## src/hdl/serial_ctrl_pkg.sv

```systemverilog
// Notes on behaviour
// - Control clears on reset and standby
// - Control is plain read/write at any time
// - Transmit low request when flag and enable
// - Transmit low request drops on clear
// - Receive interrupt enable gates receive and error requests
// - Receive requests drop after read-one-write-zero
// - Transmit disabled holds line high, flag frozen
// - Transmit starts when FIFO written
// - Receive disable leaves receive flags alone
// - Reception starts on start bit or clock
// - Internal synchronous clock starts with receive enable
// - Transmit and receive run together
// - Address wake works only in async address format
// - Address wake suppresses storing, receive requests and all receive flags except break
// - Address frame sets flag, clears wake enable
// - Transmit done request after last bit, empty
// - Transmit done drops on FIFO write
// - Clock select bits steer clock pin
// - Mode bit seven selects synchronous operation
// - Flag clear needs prior read of one
package serial_ctrl_pkg;
   // Register byte offsets
   localparam logic [3:0] OFS_CONTROL = 4'h0;
   localparam logic [3:0] OFS_MODE    = 4'h4;
   localparam logic [3:0] OFS_STATUS  = 4'h8;
   // Reset values
   localparam logic [7:0] CONTROL_RST = 8'h00;
   localparam logic [8:0] MODE_RST    = 9'h000;
   // Control bit positions
   localparam int CTL_TX_FIFO_IRQ_EN = 7;
   localparam int CTL_RX_IRQ_EN      = 6;
   localparam int CTL_TX_EN          = 5;
   localparam int CTL_RX_EN          = 4;
   localparam int CTL_ADDR_WAKE      = 3;
   localparam int CTL_TX_DONE_IRQ_EN = 2;
   localparam int CTL_CLK_EXT        = 1;
   localparam int CTL_CLK_OUT        = 0;
   // Mode bit positions
   localparam int MODE_SYNC     = 7;
   localparam int MODE_ADDR_FMT = 2;
   localparam int MODE_IRDA     = 8;
   // Status bit positions
   localparam int ST_TX_LOW     = 7;
   localparam int ST_RX_LEVEL   = 6;
   localparam int ST_OVERRUN    = 5;
   localparam int ST_FRAMING    = 4;
   localparam int ST_PARITY     = 3;
   localparam int ST_TX_DONE    = 2;
   localparam int ST_ADDR_BIT   = 1;
   localparam int ST_DATA_READY = 8;
   localparam int ST_BREAK      = 9;
   localparam int ST_FAULT      = 10;
   // Clearable flag slots
   localparam int FLG_TX_LOW   = 0;
   localparam int FLG_RX_LEVEL = 1;
   localparam int FLG_OVERRUN  = 2;
   localparam int FLG_BREAK    = 3;
   localparam int FLG_READY    = 4;
   localparam int FLG_FAULT    = 5;
   localparam int NUM_FLAGS    = 6;
   localparam logic [5:0] FLAGS_RST   = 6'h01;
   localparam logic       TX_DONE_RST = 1'b1;

   // Word address match
   function automatic logic reg_hit(input logic [3:0] adr,
                                    input logic [3:0] ofs);
      reg_hit = (adr == ofs);
   endfunction
endpackage

```

## src/hdl/link_sync.sv

```systemverilog
`timescale 1ns/10ps
`default_nettype none
module link_sync (
   input  wire logic sys_clk_i,
   input  wire logic srst_i,
   input  wire logic d_i,
   output logic      level_o,
   output logic      rise_o,
   output logic      fall_o
);
   // Two stages plus one for edge history
   typedef struct packed {
      logic s1;
      logic s2;
      logic s3;
   } sync_state_s;

   sync_state_s r_reg;  // Registered state
   sync_state_s r_next; // Next state

   // Shift the pin through the chain
   always_comb begin
      r_next    = r_reg;
      r_next.s1 = d_i;
      r_next.s2 = r_reg.s1;
      r_next.s3 = r_reg.s2;
   end

   // Idle high like a serial line
   always_ff @(posedge sys_clk_i) begin
      if (srst_i) begin
         r_reg <= 3'h7;
      end else begin
         r_reg <= r_next;
      end
   end

   assign level_o = r_reg.s2;
   assign rise_o  = r_reg.s2 & ~r_reg.s3;
   assign fall_o  = ~r_reg.s2 & r_reg.s3;
endmodule // link_sync
`default_nettype wire

```

## src/hdl/serial_ctrl_gate.sv

```systemverilog
`timescale 1ns/10ps
`default_nettype none
module serial_ctrl_gate
   import serial_ctrl_pkg::*;
(
   input  wire logic        sys_clk_i,
   input  wire logic        srst_i,
   input  wire logic        module_standby_i,
   input  wire logic        standby_i,
   input  wire logic [3:0]  avs_address_i,
   input  wire logic        avs_read_i,
   input  wire logic        avs_write_i,
   input  wire logic [31:0] avs_writedata_i,
   input  wire logic [3:0]  avs_byteenable_i,
   output logic      [31:0] avs_readdata_o,
   output logic             avs_waitrequest_o,
   input  wire logic        tx_fifo_write_i,
   input  wire logic        tx_dma_write_i,
   input  wire logic        tx_above_trig_i,
   input  wire logic        tx_low_evt_i,
   input  wire logic        tx_last_bit_i,
   input  wire logic        tx_fifo_empty_i,
   input  wire logic        tx_bit_i,
   input  wire logic        rx_frame_i,
   input  wire logic        rx_addr_bit_i,
   input  wire logic        rx_above_trig_i,
   input  wire logic        rx_overrun_evt_i,
   input  wire logic        rx_framing_evt_i,
   input  wire logic        rx_parity_evt_i,
   input  wire logic        rx_break_evt_i,
   input  wire logic        rx_ready_evt_i,
   input  wire logic        rx_fifo_read_i,
   input  wire logic        baud_clk_i,
   input  wire logic        rxd_i,
   input  wire logic        sck_i,
   output logic             txd_o,
   output logic             sck_o,
   output logic             sck_oe_o,
   output logic             tx_en_o,
   output logic             rx_en_o,
   output logic             tx_start_o,
   output logic             rx_start_o,
   output logic             rx_push_o,
   output logic             ser_clk_edge_o,
   output logic             tx_fifo_low_irq_o,
   output logic             rx_fifo_full_irq_o,
   output logic             rx_error_irq_o,
   output logic             tx_done_irq_o
);
   import serial_ctrl_pkg::*;

   // Whole state of the block
   typedef struct packed {
      logic [7:0]  ctrl;     // Serial control register
      logic [8:0]  mode;     // Mode bits this block needs
      logic        stall;    // Bus waitrequest
      logic [31:0] rdata;    // Bus read data
      logic        tx_done;  // Transmit done flag
      logic        framing;  // Framing error flag
      logic        parity;   // Parity error flag
      logic        addr_bit; // Last address bit seen
      logic        re_d;     // Receive enable, one cycle late
      logic        txd;      // Data pin level
      logic        sck;      // Clock pin level
      logic        sck_oe;   // Clock pin drive
      logic        tx_en;    // Transmitter enabled
      logic        rx_en;    // Receiver enabled
      logic        tx_start; // Transmit start pulse
      logic        rx_start; // Receive start pulse
      logic        rx_push;  // Frame to receive FIFO
      logic        clk_edge; // External clock edge pulse
      logic        irq_txl;  // Transmit low request
      logic        irq_rx;   // Receive request
      logic        irq_err;  // Receive error request
      logic        irq_done; // Transmit done request
   } top_state_s;

   localparam top_state_s STATE_RST = '{
      ctrl: CONTROL_RST, mode: MODE_RST, stall: 1'b1, rdata: 32'h0,
      tx_done: TX_DONE_RST, framing: 1'b0, parity: 1'b0,
      addr_bit: 1'b0, re_d: 1'b0, txd: 1'b1, sck: 1'b1,
      sck_oe: 1'b0, tx_en: 1'b0, rx_en: 1'b0, tx_start: 1'b0,
      rx_start: 1'b0, rx_push: 1'b0, clk_edge: 1'b0,
      irq_txl: 1'b0, irq_rx: 1'b0, irq_err: 1'b0, irq_done: 1'b0};

   top_state_s r_reg;  // Registered state
   top_state_s r_next; // Next state

   logic                 req;        // Any bus request
   logic                 take;       // Request completes this edge
   logic                 wr_status;  // Write to status register
   logic                 rd_status;  // Read of status register
   logic                 clr_all;    // Standby initialisation
   logic                 addr_wake_irq_enable_eff;   // Address wake in force
   logic                 wake_evt;   // Address frame ends wake
   logic                 sync_mode;  // Clocked synchronous mode
   logic [NUM_FLAGS-1:0] flg;        // Clearable flag values
   logic [NUM_FLAGS-1:0] flg_set;    // Flag set events
   logic [NUM_FLAGS-1:0] flg_cond;   // Extra clear conditions
   logic [NUM_FLAGS-1:0] flg_auto;   // Automatic clears
   logic [NUM_FLAGS-1:0] flg_hold;   // Freeze the flag
   logic [15:0]          status_w;   // Status word view
   logic                 rxd_fall;   // Start bit edge
   logic                 sck_rise;   // External clock edge
   logic                 cell_rst;   // Reset of flag cells

   // Bus handshake terms
   assign req       = avs_read_i | avs_write_i;
   assign take      = req & ~r_reg.stall;
   assign wr_status = take & avs_write_i & avs_byteenable_i[0]
                      & reg_hit(avs_address_i, OFS_STATUS);
   assign rd_status = take & avs_read_i
                      & reg_hit(avs_address_i, OFS_STATUS);
   assign clr_all   = module_standby_i | standby_i;
   assign cell_rst  = srst_i | clr_all;
   assign sync_mode = r_reg.mode[MODE_SYNC];

   // Address wake only for async address format
   assign addr_wake_irq_enable_eff = r_reg.ctrl[CTL_ADDR_WAKE]
                     & r_reg.mode[MODE_ADDR_FMT]
                     & ~sync_mode & ~r_reg.mode[MODE_IRDA];
   assign wake_evt = addr_wake_irq_enable_eff & rx_frame_i & rx_addr_bit_i;

   // Receive-side pins, two stages each
   link_sync u_rxd_sync (
      .sys_clk_i (sys_clk_i),
      .srst_i    (srst_i),
      .d_i       (rxd_i),
      .level_o   (),
      .rise_o    (),
      .fall_o    (rxd_fall)
   );

   link_sync u_sck_sync (
      .sys_clk_i (sys_clk_i),
      .srst_i    (srst_i),
      .d_i       (sck_i),
      .level_o   (),
      .rise_o    (sck_rise),
      .fall_o    ()
   );

   // Flag set, clear and hold terms; none depend on receive enable
   always_comb begin
      flg_set  = '0;
      flg_cond = '1;
      flg_auto = '0;
      flg_hold = '0;
      flg_set[FLG_TX_LOW]   = tx_low_evt_i;
      flg_cond[FLG_TX_LOW]  = tx_above_trig_i;
      flg_auto[FLG_TX_LOW]  = tx_dma_write_i & tx_above_trig_i;
      flg_hold[FLG_TX_LOW]  = ~r_reg.ctrl[CTL_TX_EN];
      flg_set[FLG_RX_LEVEL] = rx_above_trig_i & ~addr_wake_irq_enable_eff;
      flg_cond[FLG_RX_LEVEL] = ~rx_above_trig_i;
      flg_set[FLG_OVERRUN]  = rx_overrun_evt_i & ~addr_wake_irq_enable_eff;
      flg_set[FLG_BREAK]    = rx_break_evt_i;
      flg_set[FLG_READY]    = rx_ready_evt_i & ~addr_wake_irq_enable_eff;
      flg_set[FLG_FAULT]    = (rx_framing_evt_i | rx_parity_evt_i)
                              & ~addr_wake_irq_enable_eff;
   end

   // One cell per clearable flag
   genvar gi;
   generate
      for (gi = 0; gi < NUM_FLAGS; gi++) begin : g_flag
         status_flag_cell #(
            .RST (FLAGS_RST[gi])
         ) u_cell (
            .sys_clk_i  (sys_clk_i),
            .srst_i     (cell_rst),
            .set_i      (flg_set[gi]),
            .wr0_i      (wr_status & ~status_bit_of(gi)),
            .rd_i       (rd_status),
            .cond_i     (flg_cond[gi]),
            .auto_clr_i (flg_auto[gi]),
            .hold_i     (flg_hold[gi]),
            .flag_o     (flg[gi])
         );
      end
   endgenerate

   // Written bit of the status word for a flag slot
   function automatic logic status_bit_of(input int slot);
      unique case (slot)
         FLG_TX_LOW:   status_bit_of = avs_writedata_i[ST_TX_LOW];
         FLG_RX_LEVEL: status_bit_of = avs_writedata_i[ST_RX_LEVEL];
         FLG_OVERRUN:  status_bit_of = avs_writedata_i[ST_OVERRUN];
         FLG_BREAK:    status_bit_of = avs_writedata_i[ST_BREAK];
         FLG_READY:    status_bit_of = avs_writedata_i[ST_DATA_READY];
         default:      status_bit_of = avs_writedata_i[ST_FAULT];
      endcase
   endfunction

   // Status word as software sees it
   always_comb begin
      status_w                = 16'h0000;
      status_w[ST_TX_LOW]     = flg[FLG_TX_LOW];
      status_w[ST_RX_LEVEL]   = flg[FLG_RX_LEVEL];
      status_w[ST_OVERRUN]    = flg[FLG_OVERRUN];
      status_w[ST_FRAMING]    = r_reg.framing;
      status_w[ST_PARITY]     = r_reg.parity;
      status_w[ST_TX_DONE]    = r_reg.tx_done;
      status_w[ST_ADDR_BIT]   = r_reg.addr_bit;
      status_w[ST_DATA_READY] = flg[FLG_READY];
      status_w[ST_BREAK]      = flg[FLG_BREAK];
      status_w[ST_FAULT]      = flg[FLG_FAULT];
   end

   // Next state of the whole block
   always_comb begin
      r_next = r_reg;
      // One wait cycle, then the access completes
      r_next.stall = ~(req & r_reg.stall);
      if (req && r_reg.stall) begin
         r_next.rdata = 32'h0;        // Unmapped reads give zero
         if (avs_read_i && reg_hit(avs_address_i, OFS_CONTROL)) begin
            r_next.rdata = {24'h0, r_reg.ctrl};
         end else if (avs_read_i
                      && reg_hit(avs_address_i, OFS_MODE)) begin
            r_next.rdata = {23'h0, r_reg.mode};
         end else if (avs_read_i && reg_hit(avs_address_i,
                                            OFS_STATUS)) begin
            r_next.rdata = {16'h0, status_w};
         end
      end
      // Control writes, any time
      if (take && avs_write_i && avs_byteenable_i[0]
          && reg_hit(avs_address_i, OFS_CONTROL)) begin
         r_next.ctrl = avs_writedata_i[7:0];
      end
      // Mode writes, lane by lane
      if (take && avs_write_i && reg_hit(avs_address_i, OFS_MODE)) begin
         if (avs_byteenable_i[0]) begin
            r_next.mode[7:0] = avs_writedata_i[7:0];
         end
         if (avs_byteenable_i[1]) begin
            r_next.mode[MODE_IRDA] = avs_writedata_i[MODE_IRDA];
         end
      end
      // Address frame ends the wake wait
      if (wake_evt) begin
         r_next.ctrl[CTL_ADDR_WAKE] = 1'b0;
      end
      // Address bit tracks each frame in address format
      if (rx_frame_i && r_reg.mode[MODE_ADDR_FMT]) begin
         r_next.addr_bit = rx_addr_bit_i;
      end
      // Transmit done: FIFO write clears, end event sets
      if (tx_fifo_write_i) begin
         r_next.tx_done = 1'b0;
      end
      if (tx_last_bit_i && tx_fifo_empty_i) begin
         r_next.tx_done = 1'b1;
      end
      // Error flags follow the FIFO head; set wins
      if (rx_fifo_read_i) begin
         r_next.framing = 1'b0;
         r_next.parity  = 1'b0;
      end
      if (rx_framing_evt_i && !addr_wake_irq_enable_eff) begin
         r_next.framing = 1'b1;
      end
      if (rx_parity_evt_i && !addr_wake_irq_enable_eff) begin
         r_next.parity = 1'b1;
      end
      // Standby wipes control and mode
      if (clr_all) begin
         r_next.ctrl    = CONTROL_RST;
         r_next.mode    = MODE_RST;
         r_next.tx_done = TX_DONE_RST;
         r_next.framing = 1'b0;
         r_next.parity  = 1'b0;
         r_next.addr_bit = 1'b0;
      end
      // Engine enables, independent for full duplex
      r_next.tx_en = r_reg.ctrl[CTL_TX_EN];
      r_next.rx_en = r_reg.ctrl[CTL_RX_EN];
      r_next.re_d  = r_reg.ctrl[CTL_RX_EN];
      // Data line idles high while disabled
      r_next.txd = r_reg.ctrl[CTL_TX_EN] ? tx_bit_i : 1'b1;
      // Transmission starts on FIFO write
      r_next.tx_start = r_reg.ctrl[CTL_TX_EN] & tx_fifo_write_i;
      // Clock pin: drive only with internal clock
      if (r_reg.ctrl[CTL_CLK_EXT]) begin
         r_next.sck_oe = 1'b0;
      end else if (sync_mode) begin
         r_next.sck_oe = r_reg.ctrl[CTL_TX_EN]
                         | r_reg.ctrl[CTL_RX_EN];
      end else begin
         r_next.sck_oe = r_reg.ctrl[CTL_CLK_OUT];
      end
      r_next.sck      = r_next.sck_oe ? baud_clk_i : 1'b1;
      r_next.clk_edge = r_reg.ctrl[CTL_CLK_EXT] & sck_rise;
      // Reception start per mode
      r_next.rx_start = 1'b0;
      if (r_reg.ctrl[CTL_RX_EN]) begin
         if (!sync_mode) begin
            r_next.rx_start = rxd_fall;
         end else if (r_reg.ctrl[CTL_CLK_EXT]) begin
            r_next.rx_start = sck_rise;
         end else begin
            r_next.rx_start = ~r_reg.ctrl[CTL_TX_EN]
                              & ~r_reg.re_d;
         end
      end
      // Frames reach the FIFO unless waiting for an address
      r_next.rx_push = rx_frame_i & r_reg.ctrl[CTL_RX_EN]
                       & (~addr_wake_irq_enable_eff | rx_addr_bit_i);
      // Requests: flag AND enable, held as levels
      r_next.irq_txl  = r_reg.ctrl[CTL_TX_FIFO_IRQ_EN]
                        & flg[FLG_TX_LOW];
      r_next.irq_rx   = r_reg.ctrl[CTL_RX_IRQ_EN] & ~addr_wake_irq_enable_eff
                        & flg[FLG_RX_LEVEL];
      r_next.irq_err  = r_reg.ctrl[CTL_RX_IRQ_EN] & ~addr_wake_irq_enable_eff
                        & (flg[FLG_OVERRUN] | flg[FLG_BREAK]
                           | flg[FLG_READY] | flg[FLG_FAULT]);
      r_next.irq_done = r_reg.ctrl[CTL_TX_DONE_IRQ_EN]
                        & r_reg.tx_done;
   end

   // Register the state
   always_ff @(posedge sys_clk_i) begin
      if (srst_i) begin
         r_reg <= STATE_RST;
      end else begin
         r_reg <= r_next;
      end
   end

   // Outputs straight from flops
   assign avs_readdata_o     = r_reg.rdata;
   assign avs_waitrequest_o  = r_reg.stall;
   assign txd_o              = r_reg.txd;
   assign sck_o              = r_reg.sck;
   assign sck_oe_o           = r_reg.sck_oe;
   assign tx_en_o            = r_reg.tx_en;
   assign rx_en_o            = r_reg.rx_en;
   assign tx_start_o         = r_reg.tx_start;
   assign rx_start_o         = r_reg.rx_start;
   assign rx_push_o          = r_reg.rx_push;
   assign ser_clk_edge_o     = r_reg.clk_edge;
   assign tx_fifo_low_irq_o  = r_reg.irq_txl;
   assign rx_fifo_full_irq_o = r_reg.irq_rx;
   assign rx_error_irq_o     = r_reg.irq_err;
   assign tx_done_irq_o      = r_reg.irq_done;

   AST_CTRL_STANDBY: assert property (@(posedge sys_clk_i)
      disable iff (srst_i)
      clr_all |=> r_reg.ctrl == CONTROL_RST ##1 !tx_en_o && !rx_en_o)
      else $error("control not cleared by standby");

   AST_BUS_ONE_WAIT: assert property (@(posedge sys_clk_i)
      disable iff (srst_i)
      req && avs_waitrequest_o |=> !avs_waitrequest_o ##1 avs_waitrequest_o)
      else $error("bus answer not after one wait cycle");

   AST_TXD_IDLE_HIGH: assert property (@(posedge sys_clk_i)
      disable iff (srst_i)
      !r_reg.ctrl[CTL_TX_EN] && !clr_all |=> txd_o)
      else $error("data line not high with transmit off");

   AST_TXL_IRQ: assert property (@(posedge sys_clk_i)
      disable iff (srst_i)
      ##1 tx_fifo_low_irq_o == $past(r_reg.ctrl[CTL_TX_FIFO_IRQ_EN]
                                     && flg[FLG_TX_LOW]))
      else $error("transmit low request not flag and enable");

   AST_RX_SUPPRESS: assert property (@(posedge sys_clk_i)
      disable iff (srst_i)
      addr_wake_irq_enable_eff && !rx_addr_bit_i |=> !rx_fifo_full_irq_o && !rx_push_o)
      else $error("receive activity during address wait");

   AST_WAKE_CLEAR: assert property (@(posedge sys_clk_i)
      disable iff (srst_i)
      wake_evt && !clr_all
      |=> !r_reg.ctrl[CTL_ADDR_WAKE] && r_reg.addr_bit)
      else $error("address frame did not end wake wait");

   AST_SCK_EXT_NO_DRIVE: assert property (@(posedge sys_clk_i)
      disable iff (srst_i)
      r_reg.ctrl[CTL_CLK_EXT] |=> !sck_oe_o)
      else $error("clock pin driven with external clock");

   AST_DONE_IRQ_DROP: assert property (@(posedge sys_clk_i)
      disable iff (srst_i)
      tx_fifo_write_i && !(tx_last_bit_i && tx_fifo_empty_i)
      |=> ##1 !tx_done_irq_o)
      else $error("transmit done request stayed after FIFO write");
endmodule // serial_ctrl_gate
`default_nettype wire

```

## src/hdl/status_flag_cell.sv

```systemverilog
`timescale 1ns/10ps
`default_nettype none
module status_flag_cell #(
   parameter logic RST = 1'b0
) (
   input  wire logic sys_clk_i,
   input  wire logic srst_i,
   input  wire logic set_i,
   input  wire logic wr0_i,
   input  wire logic rd_i,
   input  wire logic cond_i,
   input  wire logic auto_clr_i,
   input  wire logic hold_i,
   output logic      flag_o
);
   typedef struct packed {
      logic flag;  // Status flag
      logic armed; // Flag was read as one
   } cell_state_s;

   cell_state_s r_reg;
   cell_state_s r_next;

   // Read-arm, clear, set; set wins over clear
   always_comb begin
      r_next = r_reg;
      if (hold_i) begin
         r_next = r_reg;
      end else begin
         if (rd_i && r_reg.flag) begin
            r_next.armed = 1'b1;
         end
         if ((wr0_i && r_reg.armed && cond_i) || auto_clr_i) begin
            r_next.flag  = 1'b0;
            r_next.armed = 1'b0;
         end
         if (set_i) begin
            r_next.flag = 1'b1;
         end
      end
   end

   // Register the cell
   always_ff @(posedge sys_clk_i) begin
      if (srst_i) begin
         r_reg <= {RST, 1'b0};
      end else begin
         r_reg <= r_next;
      end
   end

   assign flag_o = r_reg.flag;

   AST_CLEAR_NEEDS_READ: assert property (@(posedge sys_clk_i)
      disable iff (srst_i)
      $fell(r_reg.flag) |-> $past(auto_clr_i) || $past(r_reg.armed)
                            || $past(srst_i))
      else $error("flag cleared without prior read of one");
endmodule // status_flag_cell
`default_nettype wire

```

## config.mk

```make
export PLATFORM = sky130hd
export DESIGN_NAME = serial_ctrl_gate
export DESIGN_NICKNAME = d
export VERILOG_FILES = /design/src/hdl/serial_ctrl_pkg.sv /design/src/hdl/link_sync.sv /design/src/hdl/serial_ctrl_gate.sv /design/src/hdl/status_flag_cell.sv
export SDC_FILE = /design/constraint.sdc
export NUM_CORES = 1
export LEC_CHECK = 0
export BUFFER_PORTS_ARGS = -buffer_cell sky130_fd_sc_hd__buf_2
export CORE_AREA = 2 2 95 97
export DETAILED_ROUTE_END_ITERATION = 16
export DIE_AREA = 0 0 97 99
export GPL_TIMING_DRIVEN = 0
export PLACE_DENSITY_LB_ADDON = 0.05
export SLEW_MARGIN = 20
export SYNTH_ARGS = -nofsm -noshare
export SYNTH_HDL_FRONTEND = slang
export SYNTH_HIERARCHICAL = 1
export SYNTH_SLANG_ARGS = --single-unit
```

## constraint.sdc

```tcl
create_clock -name sys_clk_i -period 2.1 [get_ports sys_clk_i]
set_input_delay 0.105 -clock sys_clk_i [delete_from_list [all_inputs] [get_ports sys_clk_i]]
set_output_delay 0.105 -clock sys_clk_i [all_outputs]
set_load 0.03 [all_outputs]
```

* Word level (Yosys, flattened, before mapping)
Index checks and enable logic that the tools add are counted.
Cells by class: equality and inequality tests 2, multiplexer cells 28, bitwise operators 62, reduce and logical (&&, ||, !) cells 53
Operators with widths (count):
- 1-bit bitwise AND | 35
- 11-bit two-way mux | 3
- 1-bit logical AND | 26
- 1-bit two-way mux | 18
- 1-bit inverter | 18
- 2-bit nonzero test | 9
- 2-bit OR reduction | 9
- 2-bit two-way mux | 7
- 1-bit OR | 9
- 2-bit AND reduction | 4
- 3-bit OR reduction | 2
- 4-bit by 3-bit equality test with 1-bit output, second input constant | 1
- 4-bit equality test, second input constant | 1
- 4-bit zero test | 1
- 1-bit zero test | 1
- 1-bit logical OR | 1
Word-level totals: register bits after elaboration 85, bits of input ports 65, output and inout bits 46, logic and storage cells 186

* Logic depth before layout (Yosys ltp)
depth after elaboration 11, mapped depth 5, gate-level depth less buffers 5

* Hierarchy
Netlist, hierarchy kept.
By module, submodules not included:
- serial_ctrl_gate | times used 1, cells each 229, area each 2115.8 um^2, seq. area each 920.9 um^2
- status_flag_cell at g_flag[1].u_cell ... | times used 5, cells each 11, area each 107.6 um^2, seq. area each 40.0 um^2
- link_sync | times used 2, cells each 8, area each 92.6 um^2, seq. area each 60.1 um^2
- status_flag_cell at g_flag[0].u_cell | times used 1, cells each 10, area each 98.8 um^2, seq. area each 40.0 um^2

* Worst setup path before layout
OpenSTA, ideal clock, no wires.
path type register to register, start reg r_reg (netlist bit avs_waitrequest_o), end reg g_flag[1].u_cell.r_reg (netlist bit g_flag[1].u_cell/flag_o), library setup time 120 ps, arrival 1547 ps, required time 1980 ps, setup slack 433 ps, stages on the path, launching flop included 6, path buffers 0, period minus slack after synthesis 1667 ps, cell sequence dfxtp_1 -> nor4b_4 -> nand3_1 -> nor2_1 -> nand3_1 -> a211o_1
Between the ends: word-level cells in the longest chain between the ends 9
Ends and longest elaborated chain:
- start: declaration | line serial_ctrl_gate.sv:86 | top_state_s r_reg;
- start signal: assignment | line serial_ctrl_gate.sv:326 | r_reg <= r_next;
- 1-bit inverter | line serial_ctrl_gate.sv:109 | assign take = req & ~r_reg.stall;
- 1-bit bitwise AND | line serial_ctrl_gate.sv:109
- 1-bit bitwise AND (2 in a row) | line serial_ctrl_gate.sv:110 | assign wr_status = take & avs_write_i & avs_byteenable_i[0]
- 1-bit bitwise AND | line serial_ctrl_gate.sv:111 | & reg_hit(avs_address_i, OFS_STATUS);
- 1-bit bitwise AND | line serial_ctrl_gate.sv:172 | .wr0_i (wr_status & ~status_bit_of(gi)),
- 1-bit logical AND (2 in a row) | line status_flag_cell.sv:33 | if ((wr0_i && r_reg.armed && cond_i) || auto_clr_i) begin
- 2-bit nonzero test (no source line)
- end signal: assignment | line status_flag_cell.sv:46 | r_reg <= {RST, 1'b0};
- end signal: assignment | line status_flag_cell.sv:48 | r_reg <= r_next;
- end: declaration | line status_flag_cell.sv:21 | cell_state_s r_reg;
No other way between the ends. A chain may end at the register's enable or synchronous reset.

* Final worst setup path
start reg r_reg (netlist bit avs_waitrequest_o), end reg g_flag[5].u_cell.r_reg (netlist bit g_flag[5].u_cell/flag_o)
Between the ends: word-level cells in the longest chain between the ends 8
Ends and longest elaborated chain (line):
- 1-bit inverter | serial_ctrl_gate.sv:109
- 1-bit bitwise AND | serial_ctrl_gate.sv:109
- 1-bit bitwise AND (2 in a row) | serial_ctrl_gate.sv:110
- 1-bit bitwise AND | serial_ctrl_gate.sv:111
- 1-bit bitwise AND | serial_ctrl_gate.sv:172
- 1-bit logical AND | status_flag_cell.sv:33
- 2-bit nonzero test (no source line)
- end signal: assignment | status_flag_cell.sv:46
- end signal: assignment | status_flag_cell.sv:48
- end: declaration | status_flag_cell.sv:21
No other way between the ends.

==> impl_metrics.toml <==
[cells_and_area]
finalCoreUtilization = 0.453
largest_register_ff_count = 19
num_antenna_cells = 0
layout-drive-gt1-share = 0.278
final_common_cell = "sky130_fd_sc_hd__buf_2"
finish.cell_count_without_fillers = 562
synthToLayoutAreaGrowth_pct = 32.6
layout.cells.most_common_list = "sky130_fd_sc_hd__buf_2, sky130_fd_sc_hd__dfxtp_1, sky130_fd_sc_hd__conb_1, sky130_fd_sc_hd__nor2_1, sky130_fd_sc_hd__buf_4"
num-nets-final = 514

[cts]
max-clock-path-buffers = 2
num_clock_sinks = 64
post-cts-setup-buffers = 0
cts_tree = "yes"
cts.htree.levels = 3
cts_root_buf = "sky130_fd_sc_hd__clkbuf_8"
clkSlewWorstSetupHoldPaths_ns = 0.07
worst_skew_pair.late_latency_ns = 0.33
cts-buffers-inserted = 9

[sta]
finalMaxSlewViolations = 0
grt_setup_unrepaired = "no"
min_period_over_period = 0.875
final-setup-viol-count = 0
final.min_clock_period_ns = 1.84
slew_of_the_pin_with_the_lowest_slew_margin_ns = 0.936
max_slew_margin = 0.375
clock-skew-final_ns = 0.00930
finalHoldViolCount = 0
clock.fmax_mhz = 544

[pwr]
power.density_nw_per_um2 = 649
max-vdd-ir-drop_mv = 0.340
share_comb_of_total_power = 0.096
power_report.internal_total_uw = 1870
power_switching_uw = 649
p_clk_frac = 0.415
share_seq_of_total_power = 0.489
leakagePower_uw = 0.00199
netSwitchingFraction = 0.258

[grt]
grt_pass1_wl_mm = 11.4
gr-usage-all-layers = 0.152
vias_in_the_first_global_route = 2317
antenna_found_initial = 0
grt_start_max_net_pins = 31
grt.overflow.total = 0

[routing]
totalWireLength_mm = 7.23
top_layer_used = "met4"
routed-wl-met2_mm = 3.17
via_per_inst = 4.38
wl_met3_um = 430
wl_per_cell_um = 12.9
m1WireLength_mm = 3.54
detailedRoute.firstIterationViolations = 53
detail-route-antenna-nets = 0
drt_pre_antenna_iters = 4
num_vias = 2464
residual_drc = 0

[floorplan]
chipHeight_um = 99
core_box_area_sq_um = 8550
die_footprint_sq_um = 9600
floorplan.rows = 34
starting_density_of_the_core = 0.342
pin_count = 111
chipWidth_um = 97

[setup_path]
critical_path_required_time_ns = 2.32
critPathCaptureType = "flip-flop"
worst_setup_start_kind = "flip-flop"
critical_path_peak_fanout = 6
crit_path_arrival_time_ns = 2.06
timing.setup.critical_path_class = "reg -> reg"

[placed_design]
finalWeightedCongestion = 0.757
detailedPlacementHpwl_mm = 5.33
dpl.cell_count = 539
io_buffer_count = 66

[flow_run]
cap_violations = 0

[run_status]
outcome = "complete, no violations"

[synth]
postSynthAreaPerCell_sq_um = 9.49
post_synth_instance_area_sq_um = 2920
syn_inst = 308
synthesis.yosys.warnings = 6

[hold_path]
hold_path.class = "in -> reg"
==> cell type report <==
| type | instances | area (sq um) |
|---|---|---|
| multi-input combinational | 252 | 1560 |
| sequential | 64 | 1280 |
| fill | 895 | 4670 |
| buffer | 39 | 270 |
| timing repair buffer | 73 | 400 |
| clock inverter | 7 | 72.6 |
| inverter | 10 | 37.5 |
| clock buffer | 9 | 124 |
| tap | 108 | 135 |
==> metrics by stage <==
stage                     TNS [ns]  area [sq um]  hold slack, ns  setup WS (ns)  total power, uW
after floorplan                  0          3140           0.199          0.433             1410
after global placement      -0.350          3600           0.284        -0.0747             1490
after detailed placement         0          3600           0.288          0.121             1490
after CTS                        0          3870         0.00278          0.116             2550
after global routing             0          3880          0.0187          0.145             2630
final                            0          3880          0.0183          0.263             2520
==> worst paths after layout <==
| path | depth (start not counted) | start | slack [ns] | endpoint |
|---|---|---|---|---|
| max | 5 | avs_waitrequest_o$_SDFF_PP1_ | 0.26 | g_flag[5].u_cell/flag_o$_SDFFE_PP0P_ |
| min | 3 | rx_parity_evt_i | 0.02 | r_reg[15]$_SDFFE_PP0P_ |
| max reg2reg | 5 | avs_waitrequest_o$_SDFF_PP1_ | 0.26 | g_flag[5].u_cell/flag_o$_SDFFE_PP0P_ |
| min reg2reg | 1 | u_sck_sync/r_next[1]$_SDFF_PP1_ | 0.41 | u_sck_sync/level_o$_SDFF_PP1_ |
==> critical path: stages (launching register included) <==
cell and delay (ns):
sky130_fd_sc_hd__dfxtp_1 0.37, sky130_fd_sc_hd__nor4b_4 0.47, sky130_fd_sc_hd__nand3_2 0.29, sky130_fd_sc_hd__nor2_1 0.22, sky130_fd_sc_hd__nand3_1 0.11, sky130_fd_sc_hd__a211o_1 0.26
==> power groups by stage <==
| stage | registers [uW] | logic (uW) | clock network, uW |
|---|---|---|---|
| after floorplan | 1260 | 151 | 0 |
| after global placement | 1260 | 229 | 0 |
| after detailed placement | 1260 | 229 | 0 |
| after CTS | 1230 | 239 | 1080 |
| after global routing | 1230 | 262 | 1130 |
| final | 1230 | 240 | 1040 |
==> repair_timing <==
action,4_1_cts,5_1_grt
hold buffers,7,0
resized for setup,0,1
hold endpoints to repair,6,0
setup endpoints to repair,0,2
==> per-layer routing <==
metal,global-route usage,vias up
li1,-,1285
met1,0.202,1095
met2,0.241,77
met3,0.0319,7
met4,0.0650,0
met5,0,-
Power figures use the tool's default switching activity.
